===== config.mk =====
export PLATFORM = sky130hd
export DESIGN_NAME = pmsmr_phy_end_flat
export DESIGN_NICKNAME = d
export VERILOG_FILES = /design/src/logic/pmsmr_pkg.sv /design/src/logic/pmsmr_link_if.sv /design/src/logic/pmsmr_phy_end.sv /design/src/flat_wrapper.sv
export SDC_FILE = /design/constraint.sdc
export NUM_CORES = 1
export LEC_CHECK = 0
export BUFFER_PORTS_ARGS = -buffer_cell sky130_fd_sc_hd__buf_2
export CORE_MARGIN = 3
export CORE_UTILIZATION = 55
export CTS_CLUSTER_DIAMETER = 60
export CTS_CLUSTER_SIZE = 10
export DETAILED_ROUTE_END_ITERATION = 10
export PLACE_DENSITY = 0.77
export SKIP_LAST_GASP = 1
export SLEW_MARGIN = 20
export SYNTH_ARGS = -nofsm -noshare
export SYNTH_HDL_FRONTEND = slang
export SYNTH_SLANG_ARGS = --single-unit
export TNS_END_PERCENT = 50

===== constraint.sdc =====
create_clock -name REF_CLK -period 5.5 [get_ports REF_CLK]
set_input_delay 0.275 -clock REF_CLK [delete_from_list [all_inputs] [get_ports REF_CLK]]
set_output_delay 0.275 -clock REF_CLK [all_outputs]
set_load 0.005 [all_outputs]

===== src/logic/pmsmr_pkg.sv =====
// pmsmr_pkg: constants shared by both ends of the nibble / reduced transceiver-to-controller link
// assumes: every user of these names writes pmsmr_pkg::name, both ends run on a 125 MHz REF_CLK
// Operation
// - nibble mode moves 4-bit words both ways
// - carrier sense while receiving, or while transmitting in nibble mode
// - collision: both active in half duplex
// - slave mode: both share one reference clock
// - master mode: transceiver drives link clock out
// - master strap enables clock on third pin
// - reduced mode moves two bits per clock
// - both ends sample on reference clock edges
// - 10 Mbps: one transfer per ten clocks
// - reduced mode: separate valid and error outputs
// - elastic buffer, threshold 4/8/12/16 bits in reduced mode, fixed at 4 bits in nibble mode
// - software picks threshold from packet size
// - 3-bit clock select per clock pin
// - interface clock follows selected interface rate
// - pass-through option drives the reference clock divided by two
// - free-running and recovered clock options
// - internal clocking all from local reference
package pmsmr_pkg;
  // =====================================================================
  // clocking
  localparam int REF_CLK_MHZ    = 125;
  localparam int NIBBLE_CLK_MHZ = 25;
  localparam int REDUCED_CLK_MHZ = 50;
  localparam int NIBBLE_PERIOD  = (REF_CLK_MHZ + NIBBLE_CLK_MHZ - 1) / NIBBLE_CLK_MHZ;
  localparam int REDUCED_PERIOD = (REF_CLK_MHZ + REDUCED_CLK_MHZ - 1) / REDUCED_CLK_MHZ;
  localparam logic [3:0] SLOW_DECIMATE = 4'hA;
  localparam logic [1:0] STRAP_SETTLE  = 2'h3;
  // =====================================================================
  // registers
  localparam logic [15:0] ADDR_CTRL_ONE   = 16'h0462;
  localparam logic [15:0] ADDR_CTRL_TWO   = 16'h0463;
  localparam logic [15:0] CTRL_RESET      = 16'h0000;
  localparam int          SEL_THIRD_LSB   = 12;
  localparam int          SEL_FIRST_LSB   = 4;
  localparam int          SEL_SECOND_LSB  = 4;
  localparam int          SEL_WIDTH       = 3;
  localparam logic [2:0]  CLKSEL_OFF      = 3'h0;
  localparam logic [2:0]  CLKSEL_HOST_IF  = 3'h1;
  localparam logic [2:0]  CLKSEL_REF_PASS = 3'h2;
  localparam logic [2:0]  CLKSEL_FREE     = 3'h3;
  localparam logic [2:0]  CLKSEL_RECOV    = 3'h4;
  // =====================================================================
  // elastic buffer
  localparam int          ELASTIC_DEPTH   = 32;
  localparam logic [5:0]  ELASTIC_ROOM    = 6'h1C;
  localparam logic [5:0]  THRESH_STEP     = 6'h04;
endpackage


===== src/logic/pmsmr_link_if.sv =====
// pmsmr_link_if: the wires between transceiver end and controller end
// assumes: the transceiver end makes link_clk; crs carries combined carrier/valid in reduced mode
`timescale 1ns/100ps
interface pmsmr_link_if;
  logic       link_clk;
  logic       tx_en;
  logic [3:0] txd;
  logic [3:0] rxd;
  logic       crs;
  logic       col;
  logic       rx_dv;
  logic       rx_er;
  modport phy (output link_clk, output rxd, output crs, output col, output rx_dv, output rx_er,
               input tx_en, input txd);
  modport mac (input link_clk, input rxd, input crs, input col, input rx_dv, input rx_er,
               output tx_en, output txd);
endinterface


===== src/logic/pmsmr_phy_end.sv =====
// pmsmr_phy_end: transceiver end, makes the link clock, elastic receive buffer, clock pin muxes
// assumes: line-side ports and configuration levels are on REF_CLK; link tx pins and strap are asynchronous
`timescale 1ns/100ps
module pmsmr_phy_end (
  input  wire logic        REF_CLK,
  input  wire logic        SYS_RST,
  pmsmr_link_if.phy        LINK,
  input  wire logic        MODE_REDUCED,
  input  wire logic        SPEED_10,
  input  wire logic        HALF_DUPLEX,
  input  wire logic [2:0]  ELASTIC_START_THRESHOLD,
  input  wire logic        STRAP_MASTER,
  input  wire logic        LINE_LINK_UP,
  input  wire logic        LINE_RX_ACTIVE,
  input  wire logic        LINE_RX_VALID,
  input  wire logic [3:0]  LINE_RX_DATA,
  output logic             LINE_RX_READY,
  output logic             LINE_TX_VALID,
  output logic [3:0]       LINE_TX_DATA,
  output logic             LINE_TX_ACTIVE,
  input  wire logic        REG_WE,
  input  wire logic [15:0] REG_ADDR,
  input  wire logic [15:0] REG_WDATA,
  output logic [15:0]      REG_RDATA,
  output logic             CLK_PIN_FIRST,
  output logic             CLK_PIN_SECOND,
  output logic             CLK_PIN_THIRD,
  output logic             STRAP_IS_MASTER
);
  // =====================================================================
  // state
  typedef struct packed {
    logic        strap_m;
    logic        strap_s;
    logic [1:0]  strap_cnt;
    logic        master;
    logic [4:0]  tx_m;
    logic [4:0]  tx_s;
    logic [15:0] ctrl_one;
    logic [15:0] ctrl_two;
    logic [15:0] rdata;
    logic [2:0]  ph;
    logic        link_clk;
    logic [3:0]  rdec;
    logic [3:0]  tdec;
    logic [31:0] eb;
    logic [4:0]  wp;
    logic [4:0]  rp;
    logic [5:0]  cnt;
    logic        rx_run;
    logic        rx_ready;
    logic [3:0]  rxd;
    logic        rx_dv;
    logic        rx_er;
    logic        crs;
    logic        col;
    logic        tx_act;
    logic        tx_half;
    logic [1:0]  tx_lo;
    logic        ltx_valid;
    logic [3:0]  ltx_data;
    logic        tog;
    logic [2:0]  pins;
  } pmsmr_phy_state_s;

  pmsmr_phy_state_s s;
  pmsmr_phy_state_s next_s;

  // =====================================================================
  // next state
  always_comb
  begin
    logic [2:0] per;
    logic       tick;
    logic       rx_beat;
    logic       tx_beat;
    logic [5:0] thr;
    logic [5:0] step;
    logic       push;
    logic       pop;
    logic [3:0] rbits;
    logic [2:0] sel;
    logic [4:0] idx;
    per     = MODE_REDUCED ? 3'(pmsmr_pkg::REDUCED_PERIOD) : 3'(pmsmr_pkg::NIBBLE_PERIOD);
    tick    = 1'b0;
    rx_beat = 1'b0;
    tx_beat = 1'b0;
    thr     = 6'h00;
    step    = 6'h00;
    push    = 1'b0;
    pop     = 1'b0;
    rbits   = 4'h0;
    sel     = 3'h0;
    idx     = 5'h00;
    next_s  = s;

    // strap caught a few edges after reset release, once
    next_s.strap_m = STRAP_MASTER;
    next_s.strap_s = s.strap_m;
    if (s.strap_cnt != pmsmr_pkg::STRAP_SETTLE)
    begin
      next_s.strap_cnt = s.strap_cnt + 2'h1;
      if (s.strap_cnt == pmsmr_pkg::STRAP_SETTLE - 2'h1)
        next_s.master = s.strap_s;
    end
    next_s.tx_m = {LINK.tx_en, LINK.txd};
    next_s.tx_s = s.tx_m;

    // register port, unmapped reads zero
    if (REG_WE && REG_ADDR == pmsmr_pkg::ADDR_CTRL_ONE)
      next_s.ctrl_one = REG_WDATA;
    if (REG_WE && REG_ADDR == pmsmr_pkg::ADDR_CTRL_TWO)
      next_s.ctrl_two = REG_WDATA;
    case (REG_ADDR)
      pmsmr_pkg::ADDR_CTRL_ONE: next_s.rdata = s.ctrl_one;
      pmsmr_pkg::ADDR_CTRL_TWO: next_s.rdata = s.ctrl_two;
      default:                  next_s.rdata = 16'h0000;
    endcase

    // link clock divided from the local reference, rate follows the mode
    tick = (s.ph >= per - 3'h1);
    next_s.ph       = tick ? 3'h0 : s.ph + 3'h1;
    // high phase only extends a rise, so no short pulse follows reset
    next_s.link_clk = tick ? 1'b1 : (s.link_clk && ((s.ph + 3'h1) < (per >> 1)));
    if (tick)
    begin
      next_s.rdec = (s.rdec == pmsmr_pkg::SLOW_DECIMATE - 4'h1) ? 4'h0 : s.rdec + 4'h1;
      next_s.tdec = (s.tdec == pmsmr_pkg::SLOW_DECIMATE - 4'h1) ? 4'h0 : s.tdec + 4'h1;
    end
    rx_beat = tick && (!SPEED_10 || s.rdec == 4'h0);
    tx_beat = tick && (!SPEED_10 || s.tdec == 4'h0 || (s.tx_s[4] && !s.tx_act));
    if (tick && s.tx_s[4] && !s.tx_act)
      next_s.tdec = 4'h1;

    // elastic buffer, threshold in 4-bit steps
    thr  = (ELASTIC_START_THRESHOLD == 3'h0 || !MODE_REDUCED) ? pmsmr_pkg::THRESH_STEP
         : (ELASTIC_START_THRESHOLD > 3'h4) ? 6'(4 * 4) : 6'(4 * ELASTIC_START_THRESHOLD);
    step = MODE_REDUCED ? 6'h02 : 6'h04;
    push = LINE_RX_VALID && s.rx_ready;
    for (int i = 0; i < 4; i++)
    begin
      idx = s.wp + 5'(i);
      if (push)
        next_s.eb[idx] = LINE_RX_DATA[i];
      idx = s.rp + 5'(i);
      rbits[i] = s.eb[idx];
    end
    if (push)
      next_s.wp = s.wp + 5'h04;
    if (rx_beat)
    begin
      if (s.rx_run || s.cnt >= thr)
      begin
        next_s.rx_run = 1'b1;
        if (s.cnt >= step)
        begin
          pop          = 1'b1;
          next_s.rxd   = MODE_REDUCED ? {2'b00, rbits[1:0]} : rbits;
          next_s.rx_dv = 1'b1;
          next_s.rx_er = 1'b0;
          next_s.rp    = s.rp + 5'(step);
        end
        else if (LINE_RX_ACTIVE)
        begin
          next_s.rx_dv = 1'b1;
          next_s.rx_er = 1'b1;
          next_s.rxd   = 4'h0;
        end
        else
        begin
          next_s.rx_run = 1'b0;
          next_s.rx_dv  = 1'b0;
          next_s.rx_er  = 1'b0;
          next_s.rxd    = 4'h0;
        end
      end
      else
      begin
        next_s.rx_dv = 1'b0;
        next_s.rx_er = 1'b0;
        next_s.rxd   = 4'h0;
      end
    end
    next_s.cnt      = s.cnt + (push ? 6'h04 : 6'h00) - (pop ? step : 6'h00);
    next_s.rx_ready = (next_s.cnt <= pmsmr_pkg::ELASTIC_ROOM);

    // transmit sampling, dibits paired low first
    next_s.ltx_valid = 1'b0;
    if (tx_beat)
    begin
      if (s.tx_s[4])
      begin
        next_s.tx_act = 1'b1;
        if (!MODE_REDUCED)
        begin
          next_s.ltx_valid = 1'b1;
          next_s.ltx_data  = s.tx_s[3:0];
        end
        else if (!s.tx_half)
        begin
          next_s.tx_lo   = s.tx_s[1:0];
          next_s.tx_half = 1'b1;
        end
        else
        begin
          next_s.ltx_valid = 1'b1;
          next_s.ltx_data  = {s.tx_s[1:0], s.tx_lo};
          next_s.tx_half   = 1'b0;
        end
      end
      else
      begin
        next_s.tx_act  = 1'b0;
        next_s.tx_half = 1'b0;
      end
    end

    // line status toward the controller
    if (MODE_REDUCED)
      next_s.crs = LINE_RX_ACTIVE || next_s.rx_run;
    else
      next_s.crs = LINE_RX_ACTIVE || next_s.rx_run || next_s.tx_act;
    next_s.col = HALF_DUPLEX && (LINE_RX_ACTIVE || next_s.rx_run) && next_s.tx_act;

    // clock pin muxes
    next_s.tog = ~s.tog;
    for (int p = 0; p < 3; p++)
    begin
      case (p)
        0:       sel = s.ctrl_one[pmsmr_pkg::SEL_FIRST_LSB +: pmsmr_pkg::SEL_WIDTH];
        1:       sel = s.ctrl_two[pmsmr_pkg::SEL_SECOND_LSB +: pmsmr_pkg::SEL_WIDTH];
        default: sel = s.ctrl_one[pmsmr_pkg::SEL_THIRD_LSB +: pmsmr_pkg::SEL_WIDTH];
      endcase
      if (p == 2 && sel == pmsmr_pkg::CLKSEL_OFF && s.master)
        sel = pmsmr_pkg::CLKSEL_HOST_IF;
      case (sel)
        pmsmr_pkg::CLKSEL_HOST_IF:  next_s.pins[p] = next_s.link_clk;
        pmsmr_pkg::CLKSEL_REF_PASS: next_s.pins[p] = next_s.tog;
        pmsmr_pkg::CLKSEL_FREE:     next_s.pins[p] = next_s.tog;
        pmsmr_pkg::CLKSEL_RECOV:    next_s.pins[p] = next_s.tog && LINE_LINK_UP;
        default:                    next_s.pins[p] = 1'b0;
      endcase
    end
  end

  // =====================================================================
  // registers
  always_ff @(posedge REF_CLK or posedge SYS_RST)
  begin
    if (SYS_RST)
    begin
      s          <= '0;
      s.ctrl_one <= pmsmr_pkg::CTRL_RESET;
      s.ctrl_two <= pmsmr_pkg::CTRL_RESET;
    end
    else
      s <= next_s;
  end

  // =====================================================================
  // outputs
  assign LINK.link_clk   = s.link_clk;
  assign LINK.rxd        = s.rxd;
  assign LINK.crs        = s.crs;
  assign LINK.col        = s.col;
  assign LINK.rx_dv      = s.rx_dv;
  assign LINK.rx_er      = s.rx_er;
  assign LINE_RX_READY   = s.rx_ready;
  assign LINE_TX_VALID   = s.ltx_valid;
  assign LINE_TX_DATA    = s.ltx_data;
  assign LINE_TX_ACTIVE  = s.tx_act;
  assign REG_RDATA       = s.rdata;
  assign CLK_PIN_FIRST   = s.pins[0];
  assign CLK_PIN_SECOND  = s.pins[1];
  assign CLK_PIN_THIRD   = s.pins[2];
  assign STRAP_IS_MASTER = s.master;
endmodule // pmsmr_phy_end


===== src/flat_wrapper.sv =====
// flat-port wrapper written by rule: the top's interface ports become plain ports
module pmsmr_phy_end_flat 
  (REF_CLK, SYS_RST, MODE_REDUCED, SPEED_10, HALF_DUPLEX, ELASTIC_START_THRESHOLD, STRAP_MASTER, LINE_LINK_UP, LINE_RX_ACTIVE, LINE_RX_VALID, LINE_RX_DATA, LINE_RX_READY, LINE_TX_VALID, LINE_TX_DATA, LINE_TX_ACTIVE, REG_WE, REG_ADDR, REG_WDATA, REG_RDATA, CLK_PIN_FIRST, CLK_PIN_SECOND, CLK_PIN_THIRD, STRAP_IS_MASTER, LINK_link_clk, LINK_rxd, LINK_crs, LINK_col, LINK_rx_dv, LINK_rx_er, LINK_tx_en, LINK_txd);
  pmsmr_link_if LINK_i ();
  input  wire logic REF_CLK;
  input  wire logic SYS_RST;
  input  wire logic MODE_REDUCED;
  input  wire logic SPEED_10;
  input  wire logic HALF_DUPLEX;
  input  wire logic [2:0] ELASTIC_START_THRESHOLD;
  input  wire logic STRAP_MASTER;
  input  wire logic LINE_LINK_UP;
  input  wire logic LINE_RX_ACTIVE;
  input  wire logic LINE_RX_VALID;
  input  wire logic [3:0] LINE_RX_DATA;
  output logic LINE_RX_READY;
  output logic LINE_TX_VALID;
  output logic [3:0] LINE_TX_DATA;
  output logic LINE_TX_ACTIVE;
  input  wire logic REG_WE;
  input  wire logic [15:0] REG_ADDR;
  input  wire logic [15:0] REG_WDATA;
  output logic [15:0] REG_RDATA;
  output logic CLK_PIN_FIRST;
  output logic CLK_PIN_SECOND;
  output logic CLK_PIN_THIRD;
  output logic STRAP_IS_MASTER;
  output wire logic [$bits(LINK_i.link_clk)-1:0] LINK_link_clk;
  output wire logic [$bits(LINK_i.rxd)-1:0] LINK_rxd;
  output wire logic [$bits(LINK_i.crs)-1:0] LINK_crs;
  output wire logic [$bits(LINK_i.col)-1:0] LINK_col;
  output wire logic [$bits(LINK_i.rx_dv)-1:0] LINK_rx_dv;
  output wire logic [$bits(LINK_i.rx_er)-1:0] LINK_rx_er;
  input wire logic [$bits(LINK_i.tx_en)-1:0] LINK_tx_en;
  input wire logic [$bits(LINK_i.txd)-1:0] LINK_txd;
  assign LINK_link_clk = LINK_i.link_clk;
  assign LINK_rxd = LINK_i.rxd;
  assign LINK_crs = LINK_i.crs;
  assign LINK_col = LINK_i.col;
  assign LINK_rx_dv = LINK_i.rx_dv;
  assign LINK_rx_er = LINK_i.rx_er;
  assign LINK_i.tx_en = LINK_tx_en;
  assign LINK_i.txd = LINK_txd;
  pmsmr_phy_end u_core (.REF_CLK(REF_CLK), .SYS_RST(SYS_RST), .LINK(LINK_i), .MODE_REDUCED(MODE_REDUCED), .SPEED_10(SPEED_10), .HALF_DUPLEX(HALF_DUPLEX), .ELASTIC_START_THRESHOLD(ELASTIC_START_THRESHOLD), .STRAP_MASTER(STRAP_MASTER), .LINE_LINK_UP(LINE_LINK_UP), .LINE_RX_ACTIVE(LINE_RX_ACTIVE), .LINE_RX_VALID(LINE_RX_VALID), .LINE_RX_DATA(LINE_RX_DATA), .LINE_RX_READY(LINE_RX_READY), .LINE_TX_VALID(LINE_TX_VALID), .LINE_TX_DATA(LINE_TX_DATA), .LINE_TX_ACTIVE(LINE_TX_ACTIVE), .REG_WE(REG_WE), .REG_ADDR(REG_ADDR), .REG_WDATA(REG_WDATA), .REG_RDATA(REG_RDATA), .CLK_PIN_FIRST(CLK_PIN_FIRST), .CLK_PIN_SECOND(CLK_PIN_SECOND), .CLK_PIN_THIRD(CLK_PIN_THIRD), .STRAP_IS_MASTER(STRAP_IS_MASTER));
endmodule

# Word-level counts from Yosys, hierarchy flattened
# Cells that the tools add are included.
# Widths: inputs -> output; s select.
[word_totals]
ff_bits = 146
latch_bits = 0
ram_bits = 0
romBits = 0
memories = 0
[classes]
addsub = 15
multipliers = 0
div = 0
magnitude_cmp = 18
eq_ne = 20
shifts = 0
muxes = 61
bitwise_logic = 2
n_reduce_logical = 40
[op_table]
columns = ["operator", "n"]
rows = [
  ["$bwmux 32", 4],
  ["$mux 32", 4],
  ["$lt 5x6->1 const B", 8],
  ["$eq 16x11->1 const B", 2],
  ["$pmux 16 s2", 1],
  ["$mux 6", 4],
  ["$add 5x2->5 const B", 4],
  ["$bmux 1 s5", 4],
  ["$demux 1 s5", 4],
  ["$ge 5x1->1 const B", 4],
  ["$mux 4", 5],
  ["$eq 3x2->1 const B", 6],
  ["$mux 1", 18],
  ["$mux 3", 6],
  ["$logic_and 1x1->1", 17],
  ["$mux 5", 3],
  ["$ge 6x6->1", 2],
  ["$add 5x1->5 const B", 2],
  ["$eq 3x1->1 const B", 3],
  ["$eq 3x3->1 const B", 3],
  ["$mux 9", 1],
  ["$pmux 1 s3", 3],
  ["$add 4x1->4 const B", 2],
  ["$eq 4x4->1 const B", 2],
  ["other kinds (26)", 44],
]

# Longest topological paths before layout
# Gate-level depths: netlist (run 1).
[logic_depth]
word_depth = 12
mapped_depth = 15
mapped_depth_nobuf = 15

# Worst setup path before layout (run 1)
# No wires, ideal clock.
[synth_timing]
kind = "input -> register"
startpoint = "in MODE_REDUCED"
endpoint = "reg u_core.s, in the netlist u_core.LINE_RX_READY"
setup_ns = 0.139
arrival_time_ns = 3.163
t_required_ns = 5.361
setup_slack_ns = 2.197
stages = 15
cell_sequence = "clkbuf_1 -> o21ai_0 -> ha_1 -> nand2b_1 -> a21boi_0 -> o21ai_0 -> a211oi_4 -> and2_1 -> fa_1 -> inv_1 -> fa_1 -> a21o_1 -> a21oi_1 -> xor2_1 -> a41oi_1"
[synth_rtl]
columns = ["element", "line", "source"]
rows = [
  ["start: declaration", "flat_wrapper.sv:7", "input wire logic MODE_REDUCED;"],
  ["end signal: assignment", "pmsmr_phy_end.sv:257", "s <= next_s;"],
  ["end: declaration", "pmsmr_phy_end.sv:66", "pmsmr_phy_state_s s;"],
]

==> results.toml, run 1 <==
[logic_synthesis]
syn_area_per_cell_um2 = 12.9
ys_seq_area_share_pct = 52.3
synthFlopType = "dfrtp_1"
netlist.area_leader.share_pct = 52.3
syn_area_um2 = 6790
synth_edf_count = 0
yosys.area.top_type = "dfrtp_1"
synthCells = 525
synth_cell_type_count = 55
syn_nets = 606
netlist_top_cells_area = "dfrtp_1 52%, mux2_2 12%, ha_1 4.4%"
ys_warn_count = 0
async_flop_share_pct = 100
ys_seq_elements = 142

[clocking]
clk-insertion-delay-late_ps = 420
cts_setup_buffers = 0
cts_buffers = 17
cts_sinks = 142
htreeDepth = 4
clock_path_buffers = 2
cts_root_buffer = "clkbuf_16"
cts.clk_slew.worst_paths_ps = 60
cts_tree = "built"
cts-resized-gates = 0

[route]
dr.first_iter.drc_count = 280
wl_per_cell_um = 17.2
top_layer = "met4"
final_antenna_net_count = 0
viasPerCell = 5.49
wirelength_um = 13400
post-route-drc-count = 0
wl_met3_um = 816
vias = 4276
drtPass1Iterations = 4
drt-met1-wl_um = 5800
dr_wl_met2_um = 6530

[global_route]
grt_pass1_wl_um = 22100
grt_use_total_pct = 21.4
antenna_found_initial = 0
grt.overflow.total = 0
grt_pass1_vias = 4507
grt_max_degree = 83

[setup_path]
cp_data_required_time_ps = 5770
path_max_fanout = 9
cp_cell_sequence = "inv_1 -> ha_1 -> nand2b_1 -> a211o_1 -> a21boi_1 -> a211oi_4 -> and2_1 -> fa_1 -> inv_1 -> fa_1 -> a21o_1 -> a21oi_1 -> xor2_1 -> a41oi_1"
r2r_cells = 14
crit_type = "flop to flop"
crit_path_max_incr_delay_ps = 480
end_kind = "flop"
r2r-start = "u_core.s[24]"
crit_slowest_cell = "fa_1"
startpoint_type = "flop"
r2r-end = "u_core.LINE_RX_READY"
reg2reg_slack_ps = 1970
critPathArrivalTime_ps = 3800

[cells_and_area]
mostFrequentLayoutCells = "142 x dfrtp_1, 89 x buf_2, 71 x mux2_2, 32 x nor2_1, 25 x nand2_1"
fin_nets = 682
multi_input_area_um2 = 2890
seq_area_um2 = 3550
stdcell_area_um2 = 7800
layout.cells.non_filler = 779
drive_above_1_share_pct = 33.9
layout_commonest_cell = "dfrtp_1"
syn2layout_area_growth_pct = 15.0
num-fill-cells = 842

[place]
place_hpwl_um = 9310
dp_cells = 740
port_buffers = 89
place_congestion = 0.869
post_dp_cell_area_um2 = 7190

[sta]
holdWs_ps = -8.07
finalSetupViolCount = 0
final.setup.tns_ps = 0
tightest_slew_ps = 896
final.period_utilization_pct = 64.2
fin_skew_ps = 8.06
finalHoldViolCount = 25
max_slew_margin_pct = 40.3
drv_slew = 0
min_period_ps = 3530
fmax_mhz = 283
rsz0062_at_grt = "no"

[job]
maxCapViolations = 0

[pwr]
vdd_drop_max_uv = 236
power.total_mw = 3.98
power_density_nw_per_um2 = 510
power_leakage_nw = 3.81

[die]
die-width_um = 117
row_count = 39
coreArea_um2 = 11800
fp.dieH_um = 117
die-area_um2 = 13700
io_pins = 90
start_util_pct = 57.7

[run_status]
violations = "hold timing"
status = "finished with violations"

[worst_hold_path]
min_path_type = "input port to asynchronous set/reset pin"
repair_timing:
item / 4_1_cts / 5_1_grt
setup endpoints to repair: 0 / 0
endpoints found under the hold margin: 6 / 0
hold buffers: 6 / 0
per-stage QoR:
step	utilization (%)	worst slack, ps
final	66.4	1970
after global routing	66.3	1760
after CTS	66.3	1960
after detailed placement	61.1	1790
after global placement	61.1	2000
after floorplan	-	1420
logic make-up (layout without fill, tap and decap cells):
family	Yosys count	after routing	share of synthesized area [%]
simple gates	112	112	8.63
xor+xnor	13	13	1.68
other cells	0	1	0
fa+ha+maj	27	27	5.31
buf+inv	62	151	5.16
mux	108	108	20.8
flops	142	142	52.3
compound gates	61	61	6.08
area by class of cell:
class	instances	area share, %
Clock buffer	22	5.95
Sequential cell	142	45.5
Multi-Input combinational cell	321	37.0
Antenna cell	1	0.0321
Tap cell	164	2.63
Clock inverter	10	1.15
Timing Repair Buffer	96	6.57
Inverter	23	1.17
worst max-delay path by stage:
| stage | start | end | slack (ps) | cells after the start |
|---|---|---|---|---|
| 2_1_floorplan | SYS_RST | u_core.CLK_PIN_FIRST | 1420 | 1 |
| 3_3_place_gp | MODE_REDUCED | u_core.LINE_RX_READY | 2000 | 15 |
| 3_5_place_dp | MODE_REDUCED | u_core.LINE_RX_READY | 1790 | 15 |
| 4_1_cts | u_core.s[24] | u_core.LINE_RX_READY | 1960 | 14 |
| 5_1_grt | u_core.s[25] | u_core.LINE_RX_READY | 1760 | 14 |
| 6_report | u_core.s[24] | u_core.LINE_RX_READY | 1970 | 14 |
synth_stat cells, types with 4 or more instances:
cell        n
a21oi_1    15
xnor2_1     9
buf_2       6
ha_1       24
mux4_2      9
nand2_1    25
buf_4      25
inv_1      22
nor4b_1     5
dfrtp_1   142
o21ai_0    16
clkbuf_1    4
mux2_2     71
and3_1      6
nand3_1     9
mux2i_1    20
nor2_1     32
a21o_1      4
nand2b_1    8
a22o_1      7
mux4_1      8
nor3_1      7
xor2_1      4
metal layers:
layer,vias up,global-route usage [%]
met5,-,0
met4,0,7.65
met3,21,7.76
met2,113,34.6
met1,2130,26.7
li1,2012,-
state kept, by name, indices dropped and copies added (netlist names):
signal	flops
u_core.CLK_PIN_FIRST	1
u_core.CLK_PIN_SECOND	1
u_core.CLK_PIN_THIRD	1
u_core.LINE_RX_READY	1
u_core.LINE_TX_ACTIVE	1
u_core.LINE_TX_DATA	4
u_core.LINE_TX_VALID	1
u_core.LINK.col	1
u_core.LINK.crs	1
u_core.LINK.link_clk	1
u_core.LINK.rx_dv	1
u_core.LINK.rx_er	1
u_core.LINK.rxd	4
u_core.REG_RDATA	16
u_core.STRAP_IS_MASTER	1
u_core.next_s	6
u_core.s	100
worst max-delay path: cells and delay by family (launching register included):
| kind | cells | cell delay [ps] |
|---|---|---|
| AO/OA/AOI/OAI | 6 | 1080 |
| XOR/XNOR | 1 | 240 |
| adder cells (fa/ha/maj) | 3 | 1190 |
| buffers and inverters | 2 | 130 |
| flip-flops | 1 | 370 |
| AND/OR/NAND/NOR | 2 | 370 |
where the power goes:
group	internal [mW]	leakage, nW	switching [mW]	total [mW]
combinational	0.715	1.75	0.601	1.32
sequential	1.32	1.80	0.281	1.60
clock	0.643	0.266	0.424	1.07
total	2.68	3.81	1.31	3.98
No activity file was read; power rests on OpenSTA's default activity.
==> inputs of run 2 (changes only) <==
--- a/config.mk
+++ b/config.mk
@@ -5,9 +5,10 @@
 export SDC_FILE = /design/constraint.sdc
 export NUM_CORES = 1
 export LEC_CHECK = 0
+export ABC_AREA = 1
 export BUFFER_PORTS_ARGS = -buffer_cell sky130_fd_sc_hd__buf_2
 export CORE_MARGIN = 3
-export CORE_UTILIZATION = 55
+export CORE_UTILIZATION = 53
 export CTS_CLUSTER_DIAMETER = 60
 export CTS_CLUSTER_SIZE = 10
 export DETAILED_ROUTE_END_ITERATION = 10
==> constraint.sdc (replaced) <==
create_clock -name REF_CLK -period 3.1 [get_ports REF_CLK]
set_input_delay 0.155 -clock REF_CLK [delete_from_list [all_inputs] [get_ports REF_CLK]]
set_output_delay 0.155 -clock REF_CLK [all_outputs]
set_load 0.005 [all_outputs]
==> run 2 against run 1 <==
- the run ends with DRC left
- design area is 6.3% higher
- worst hold slack better by 19 ps
- area after synthesis is 6.7% higher
- register-to-register slack worse by 1700 ps
- utilization is 4.0 points lower
- routed wire length is 8.2% higher
- via count is 30% higher
- clock skew hardly changed
- critical path depth is 1 higher
- synthesized cell count is 61% higher
- sequential cell count stayed put
- highest routed layer unchanged
==> results.toml, run 2 <==
[setup_path]
crit_family = "adder cells"
cp_cell_sequence = "ha_1 -> inv_1 -> nor2_1 -> o21ai_0 -> nand2_1 -> nand3_2 -> nor2_2 -> fa_1 -> inv_1 -> fa_1 -> nand3_1 -> nand2_1 -> xor2_1 -> nand2_1 -> inv_1"
crit_path_max_incr_delay_ps = 470
cp_data_required_time_ps = 3460
path_max_fanout = 5
end_kind = "flop"
startpoint_type = "flop"
crit_type = "flop to flop"
critPathArrivalTime_ps = 3180
critical_path.n_buffers_inverters = 3
crit_slowest_cell = "fa_1"

[cells_and_area]
mostFrequentLayoutCells = "230 x nand2_1, 142 x dfrtp_1, 104 x inv_1, 93 x nand3_1, 89 x buf_2"
layout_commonest_cell = "nand2_1"
drive_above_1_share_pct = 19.3
diodes = 0
fin_nets = 1004
syn2layout_area_growth_pct = 14.5
largest_reg_flops = 100
utilization_pct = 62.4
num-fill-cells = 1126
stdcell_area_um2 = 8300
largest_register = "u_core.s"

[die]
io_pins = 90
coreArea_um2 = 13300
start_util_pct = 54.5
row_count = 42
die-area_um2 = 15100
die-width_um = 123
fp.dieH_um = 123

[sta]
fmax_mhz = 354
finalSetupViolCount = 0
drv_slew = 0
finalHoldViolCount = 0
tightest_slew_ps = 1040
final.setup.tns_ps = 0
fin_skew_ps = 8.30
min_period_ps = 2820
max_slew_margin_pct = 29.9
final.period_utilization_pct = 91.1

[clocking]
clk-insertion-delay-late_ps = 420
cts_sinks = 142
cts_root_buffer = "clkbuf_16"
htreeDepth = 4
cts_tree = "built"
cts_buffers = 17
cts.clk_slew.worst_paths_ps = 50
clock_path_buffers = 2
cts_setup_buffers = 0

[logic_synthesis]
yosys.area.top_type = "dfrtp_1"
netlist_top_cells_area = "dfrtp_1 49%, nand2_1 12%, nand3_1 6.4%"
synthFlopType = "dfrtp_1"
syn_area_per_cell_um2 = 8.56
ys_seq_area_share_pct = 49.0
yosys.cell_count.top_type = "nand2_1"
syn_nets = 927
synth_edf_count = 0
netlist.area_leader.share_pct = 49.0
synth_common_cells = "230 x nand2_1, 142 x dfrtp_1, 105 x inv_1"
ys_warn_count = 0
ys_seq_elements = 142
syn_area_um2 = 7250
synth_cell_type_count = 35
async_flop_share_pct = 100
synthCells = 846

[route]
viasPerCell = 5.02
final_antenna_net_count = 0
dr.first_iter.drc_count = 365
drtPass1Iterations = 8
wirelength_um = 14500
post-route-drc-count = 2
wl_per_cell_um = 13.0
vias = 5574

[place]
place_congestion = 0.887
port_buffers = 89
post_dp_cell_area_um2 = 7650
place_hpwl_um = 9860

[run_status]
violations = "DRC"
status = "finished with violations"

[global_route]
grt_pass1_wl_um = 24800
antenna_found_initial = 0
grt.overflow.total = 0
grt_use_total_pct = 20.9
grt_max_degree = 126
grt_pass1_vias = 5404

[worst_hold_path]
min_path_type = "input port to flop"

[job]
maxCapViolations = 0

[pwr]
power_density_nw_per_um2 = 873
power_leakage_nw = 4.32
vdd_drop_max_uv = 502
==> run 2: changes by cell type after synthesis, sizes merged, moves of 9 or more <==
cell / before / now
buf: 34 / 43
inv: 22 / 106
mux2: 71 / 0
mux2i: 20 / 0
mux4: 17 / 0
nand2: 25 / 231
nand3: 9 / 104
nor2: 33 / 49
o21ai: 18 / 89
==> run 2: final timing paths <==
path                               startpoint              endpoint  slack, ps  depth (start not counted)
setup reg to reg                 u_core.s[26]  u_core.LINE_RX_READY        280                         15
hold reg to reg            u_core.next_s[132]         u_core.s[132]        340                          0
hold / removal                   REG_WDATA[9]         u_core.s[124]         10                          3
setup / recovery                 u_core.s[26]  u_core.LINE_RX_READY        280                         15
min in group asynchronous             SYS_RST         u_core.s[143]        280                          3
max in group asynchronous             SYS_RST          u_core.s[52]       1850                          4
==> run 2: worst reg2reg max path, delay by kind of cell, from the launching register on <==
family / cells / cell delay, ps
DFF: 1 / 430
and+or+nand+nor: 7 / 600
adders and majority gates: 3 / 1230
xor gates and xnor gates: 1 / 180
AOI/OAI and AO/OA: 1 / 140
buffers and inverters: 3 / 190
==> run 2: metrics by stage <==
| step | setup WS, ps | std cells | hold slack, ps | power, mW |
|---|---|---|---|---|
| 2_1_floorplan | 127 | 846 | 186 | 4.68 |
| 3_5_place_dp | 135 | 1072 | 176 | 5.31 |
| 5_1_grt | -13.6 | 1111 | 20.2 | 7.88 |
| 4_1_cts | 262 | 1111 | 2.02 | 7.30 |
| 3_3_place_gp | 211 | 1072 | 176 | 5.23 |
| 6_report | 276 | 1111 | 10.7 | 7.24 |
==> run 2: what timing repair did <==
item,4_1_cts,5_1_grt
setup endpoints to repair,0,1
gates resized for setup,0,1
hold buffers,8,0
hold endpoints to repair,24,0
==> run 2: layout make-up <==
| type | count | area [um^2] | area share (%) |
|---|---|---|---|
| inverter | 106 | 402 | 4.84 |
| timing repair buffer | 105 | 598 | 7.21 |
| tap | 176 | 220 | 2.65 |
| clock buffer | 26 | 509 | 6.14 |
| sequential | 142 | 3550 | 42.8 |
| multi-input combinational | 551 | 2960 | 35.7 |
| clock inverter | 5 | 55.1 | 0.663 |
==> run 2: metal layers <==
metal,share of wire (%),vias up,GRT usage [%]
li1,-,2847,-
met1,45,2552,27.0
met2,48,149,33.6
met3,6.3,26,5.35
met4,1.5,0,9.03
met5,0,-,0
==> run 2: kinds of logic (layout without fill, tap and decap cells) <==
| group | Yosys count | after routing | share of synthesized area (%) |
|---|---|---|---|
| buffers and inverters | 153 | 242 | 10.2 |
| adders and majority gates | 27 | 27 | 4.97 |
| DFF | 142 | 142 | 49.0 |
| xor gates and xnor gates | 11 | 11 | 1.43 |
| AOI/OAI and AO/OA | 112 | 112 | 9.76 |
| and+or+nand+nor | 401 | 401 | 24.6 |
==> run 2: where the power goes <==
group | internal [mW] | total, mW | switching (mW)
clock | 1.20 | 1.93 | 0.725
sequential | 2.33 | 2.69 | 0.365
combinational | 1.01 | 2.62 | 1.61
total | 4.54 | 7.24 | 2.70
==> inputs of run 3 (changes only) <==
--- a/config.mk
+++ b/config.mk
@@ -8,11 +8,10 @@
 export ABC_AREA = 1
 export BUFFER_PORTS_ARGS = -buffer_cell sky130_fd_sc_hd__buf_2
 export CORE_MARGIN = 3
-export CORE_UTILIZATION = 53
+export CORE_UTILIZATION = 37
 export CTS_CLUSTER_DIAMETER = 60
 export CTS_CLUSTER_SIZE = 10
 export DETAILED_ROUTE_END_ITERATION = 10
-export PLACE_DENSITY = 0.77
 export SKIP_LAST_GASP = 1
 export SLEW_MARGIN = 20
 export SYNTH_ARGS = -nofsm -noshare
==> constraint.sdc (replaced) <==
create_clock -name REF_CLK -period 3.1 [get_ports REF_CLK]
set_input_delay 0.62 -clock REF_CLK [delete_from_list [all_inputs] [get_ports REF_CLK]]
set_output_delay 0.62 -clock REF_CLK [all_outputs]
set_load 0.005 [all_outputs]
==> run 3 against run 2 <==
- the flow now finishes without violations
- combinational power barely moved
- die area rose by 41%
- clock-buffer cell count fell by 7
- sequential cell count did not move
- largest cell class unchanged
- global-route usage fell by 5.3 points
- clock skew fell by 2.0 ps
- register-to-register slack improved by 70 ps
- via count barely moved
- critical path depth rose by 5
- non-clock buffer count rose by 6
==> results.toml, run 3 (same netlist as run 2, synthesis figures left out) <==
[run_status]
status = "complete, no violations"

[sta]
finalSetupViolCount = 0
final.setup.tns_ps = 0
fin_skew_ps = 6.26
finalHoldViolCount = 0
rsz0062_at_grt = "no"
tightest_slew_ps = 683
drv_slew = 0
fmax_mhz = 344
min_period_ps = 2900
final.period_utilization_pct = 93.6
layout_setup_ws_ps = 197
holdWs_ps = 148
max_slew_margin_pct = 54.5

[cells_and_area]
diodes = 0
fin_nets = 1010
seq_area_um2 = 3550
drive_above_1_share_pct = 21.1
largest_register = "u_core.s"
layout.cells.non_filler = 1202
layout_commonest_cell = "nand2_1"
utilization_pct = 44.5
syn2layout_area_growth_pct = 16.5
mostFrequentLayoutCells = "230 x nand2_1, 142 x dfrtp_1, 104 x inv_1, 93 x nand3_1, 89 x buf_2"
multi_input_area_um2 = 2970
stdcell_area_um2 = 8440
largest_reg_flops = 100
num-fill-cells = 1874

[setup_path]
cp_common_cell = "nand2_1"
crit_slowest_cell = "fa_2"
cp_data_required_time_ps = 3420
end_kind = "flop"
cp_cell_sequence = "buf_2 -> buf_4 -> nand2_1 -> o21a_1 -> ha_1 -> nand2_1 -> nor2_1 -> nor2_1 -> nand2_1 -> nand3_2 -> buf_4 -> inv_1 -> nand2_1 -> ha_1 -> fa_2 -> nand3_1 -> nand2_1 -> xor2_1 -> nand2_1 -> inv_1"
crit_type = "input port to flop"
critPathArrivalTime_ps = 3220
path_max_fanout = 11
critical_path.n_buffers_inverters = 5
crit_family = "adder cells"
startpoint_type = "input port"
crit_path_max_incr_delay_ps = 410

[die]
row_count = 50
die-width_um = 146
io_pins = 90
fp.dieH_um = 146
coreArea_um2 = 19000
die-area_um2 = 21300
start_util_pct = 38.2

[route]
wl_per_cell_um = 13.1
final_antenna_net_count = 0
dr.first_iter.drc_count = 325
post-route-drc-count = 0
viasPerCell = 4.63
drtPass1Iterations = 5
vias = 5570
wirelength_um = 15700

[pwr]
pwr-share-comb_pct = 35.7
p_sw_mw = 2.86
seqPwrFrac_pct = 37.5
power_density_nw_per_um2 = 874
p_int_mw = 4.52
power_leakage_nw = 4.35
p_sw_share_pct = 38.7
vdd_drop_max_uv = 434
power.total_mw = 7.38
p_clk_share_pct = 26.8

[global_route]
grt_pass1_wl_um = 27000
grt_max_degree = 63
antenna_found_initial = 0
grt_use_total_pct = 15.6
grt_pass1_vias = 5504
grt.overflow.total = 0

[place]
place_congestion = 0.864
port_buffers = 89
pre_cts_ws_ps = -298
place_hpwl_um = 11100
post_dp_cell_area_um2 = 7850
dp_cells = 1169

[clocking]
clk-insertion-delay-late_ps = 420
htreeDepth = 4
clock_path_buffers = 2
cts_root_buffer = "clkbuf_16"
cts_sinks = 142
cts.clk_slew.worst_paths_ps = 60
cts_tree = "built"
postCtsHoldBufs = 0
cts_buffers = 17

[job]
maxCapViolations = 0

[worst_hold_path]
min_path_type = "input port to asynchronous set/reset pin"
[run 3: cell types whose count changed in the layout (fill, tap and decap cells not counted), sizes merged]
cell,before,now
dlygate4sd3,8,0
clkbuf,26,19
clkinv,2,3
buf,97,111
inv,105,109
clkinvlp,3,6
[run 3: worst paths after layout]
check,slack (ps),cells after the start,from,end
min in group REF_CLK,300,1,LINK_txd[0],u_core.next_s[131]
max in group asynchronous,2180,3,SYS_RST,u_core.s[72]
setup / recovery,200,20,MODE_REDUCED,u_core.LINE_RX_READY
setup reg to reg,350,16,u_core.s[26],u_core.LINE_RX_READY
hold / removal,150,2,SYS_RST,u_core.s[37]
hold reg to reg,340,0,u_core.next_s[135],u_core.s[135]
[run 3: cell type report]
type	instances	area share [%]
flip-flops and latches	142	42.1
multi-input cells	551	35.2
repair buffers	111	7.38
clock buffers	19	5.25
inverters	106	4.76
well taps	260	3.85
clock inverters	13	1.53
[run 3: power by group through the flow]
stage               Clock (mW)  Sequential, mW  Combinational [mW]
finish                    1.98            2.76                2.63
floorplan                    0            2.62                2.06
global placement             0            2.79                2.58
global route              2.12            2.83                3.11
detailed placement           0            2.79                2.63
CTS                       2.03            2.76                2.64
[run 3: worst register-to-register path, stage by stage, from the launching register on]
cell and delay [ps]:
dfrtp_1 450, ha_1 330, inv_1 60, nor2_1 30, o21ai_1 110, nand2_1 120
nand3_2 130, nor2_4 50, fa_1 470, inv_1 60, ha_1 290, nand3_1 80
nand3_1 80, xor2_1 170, nand4_1 100, nand2_1 70, inv_1 40
[run 3: metal layers]
metal	track usage [%]	wire (um)	up-vias
met5	0	0	-
met4	5.98	286	0
met3	3.89	697	21
met2	24.8	7290	127
met1	20.6	7420	2559
li1	-	-	2863
[run 3: timing repair]
item | CTS | global route
endpoints found under the hold margin | 0 | 0
resized for setup | 0 | 4
endpoints found under the setup margin | 0 | 2
setup buffers | 0 | 1
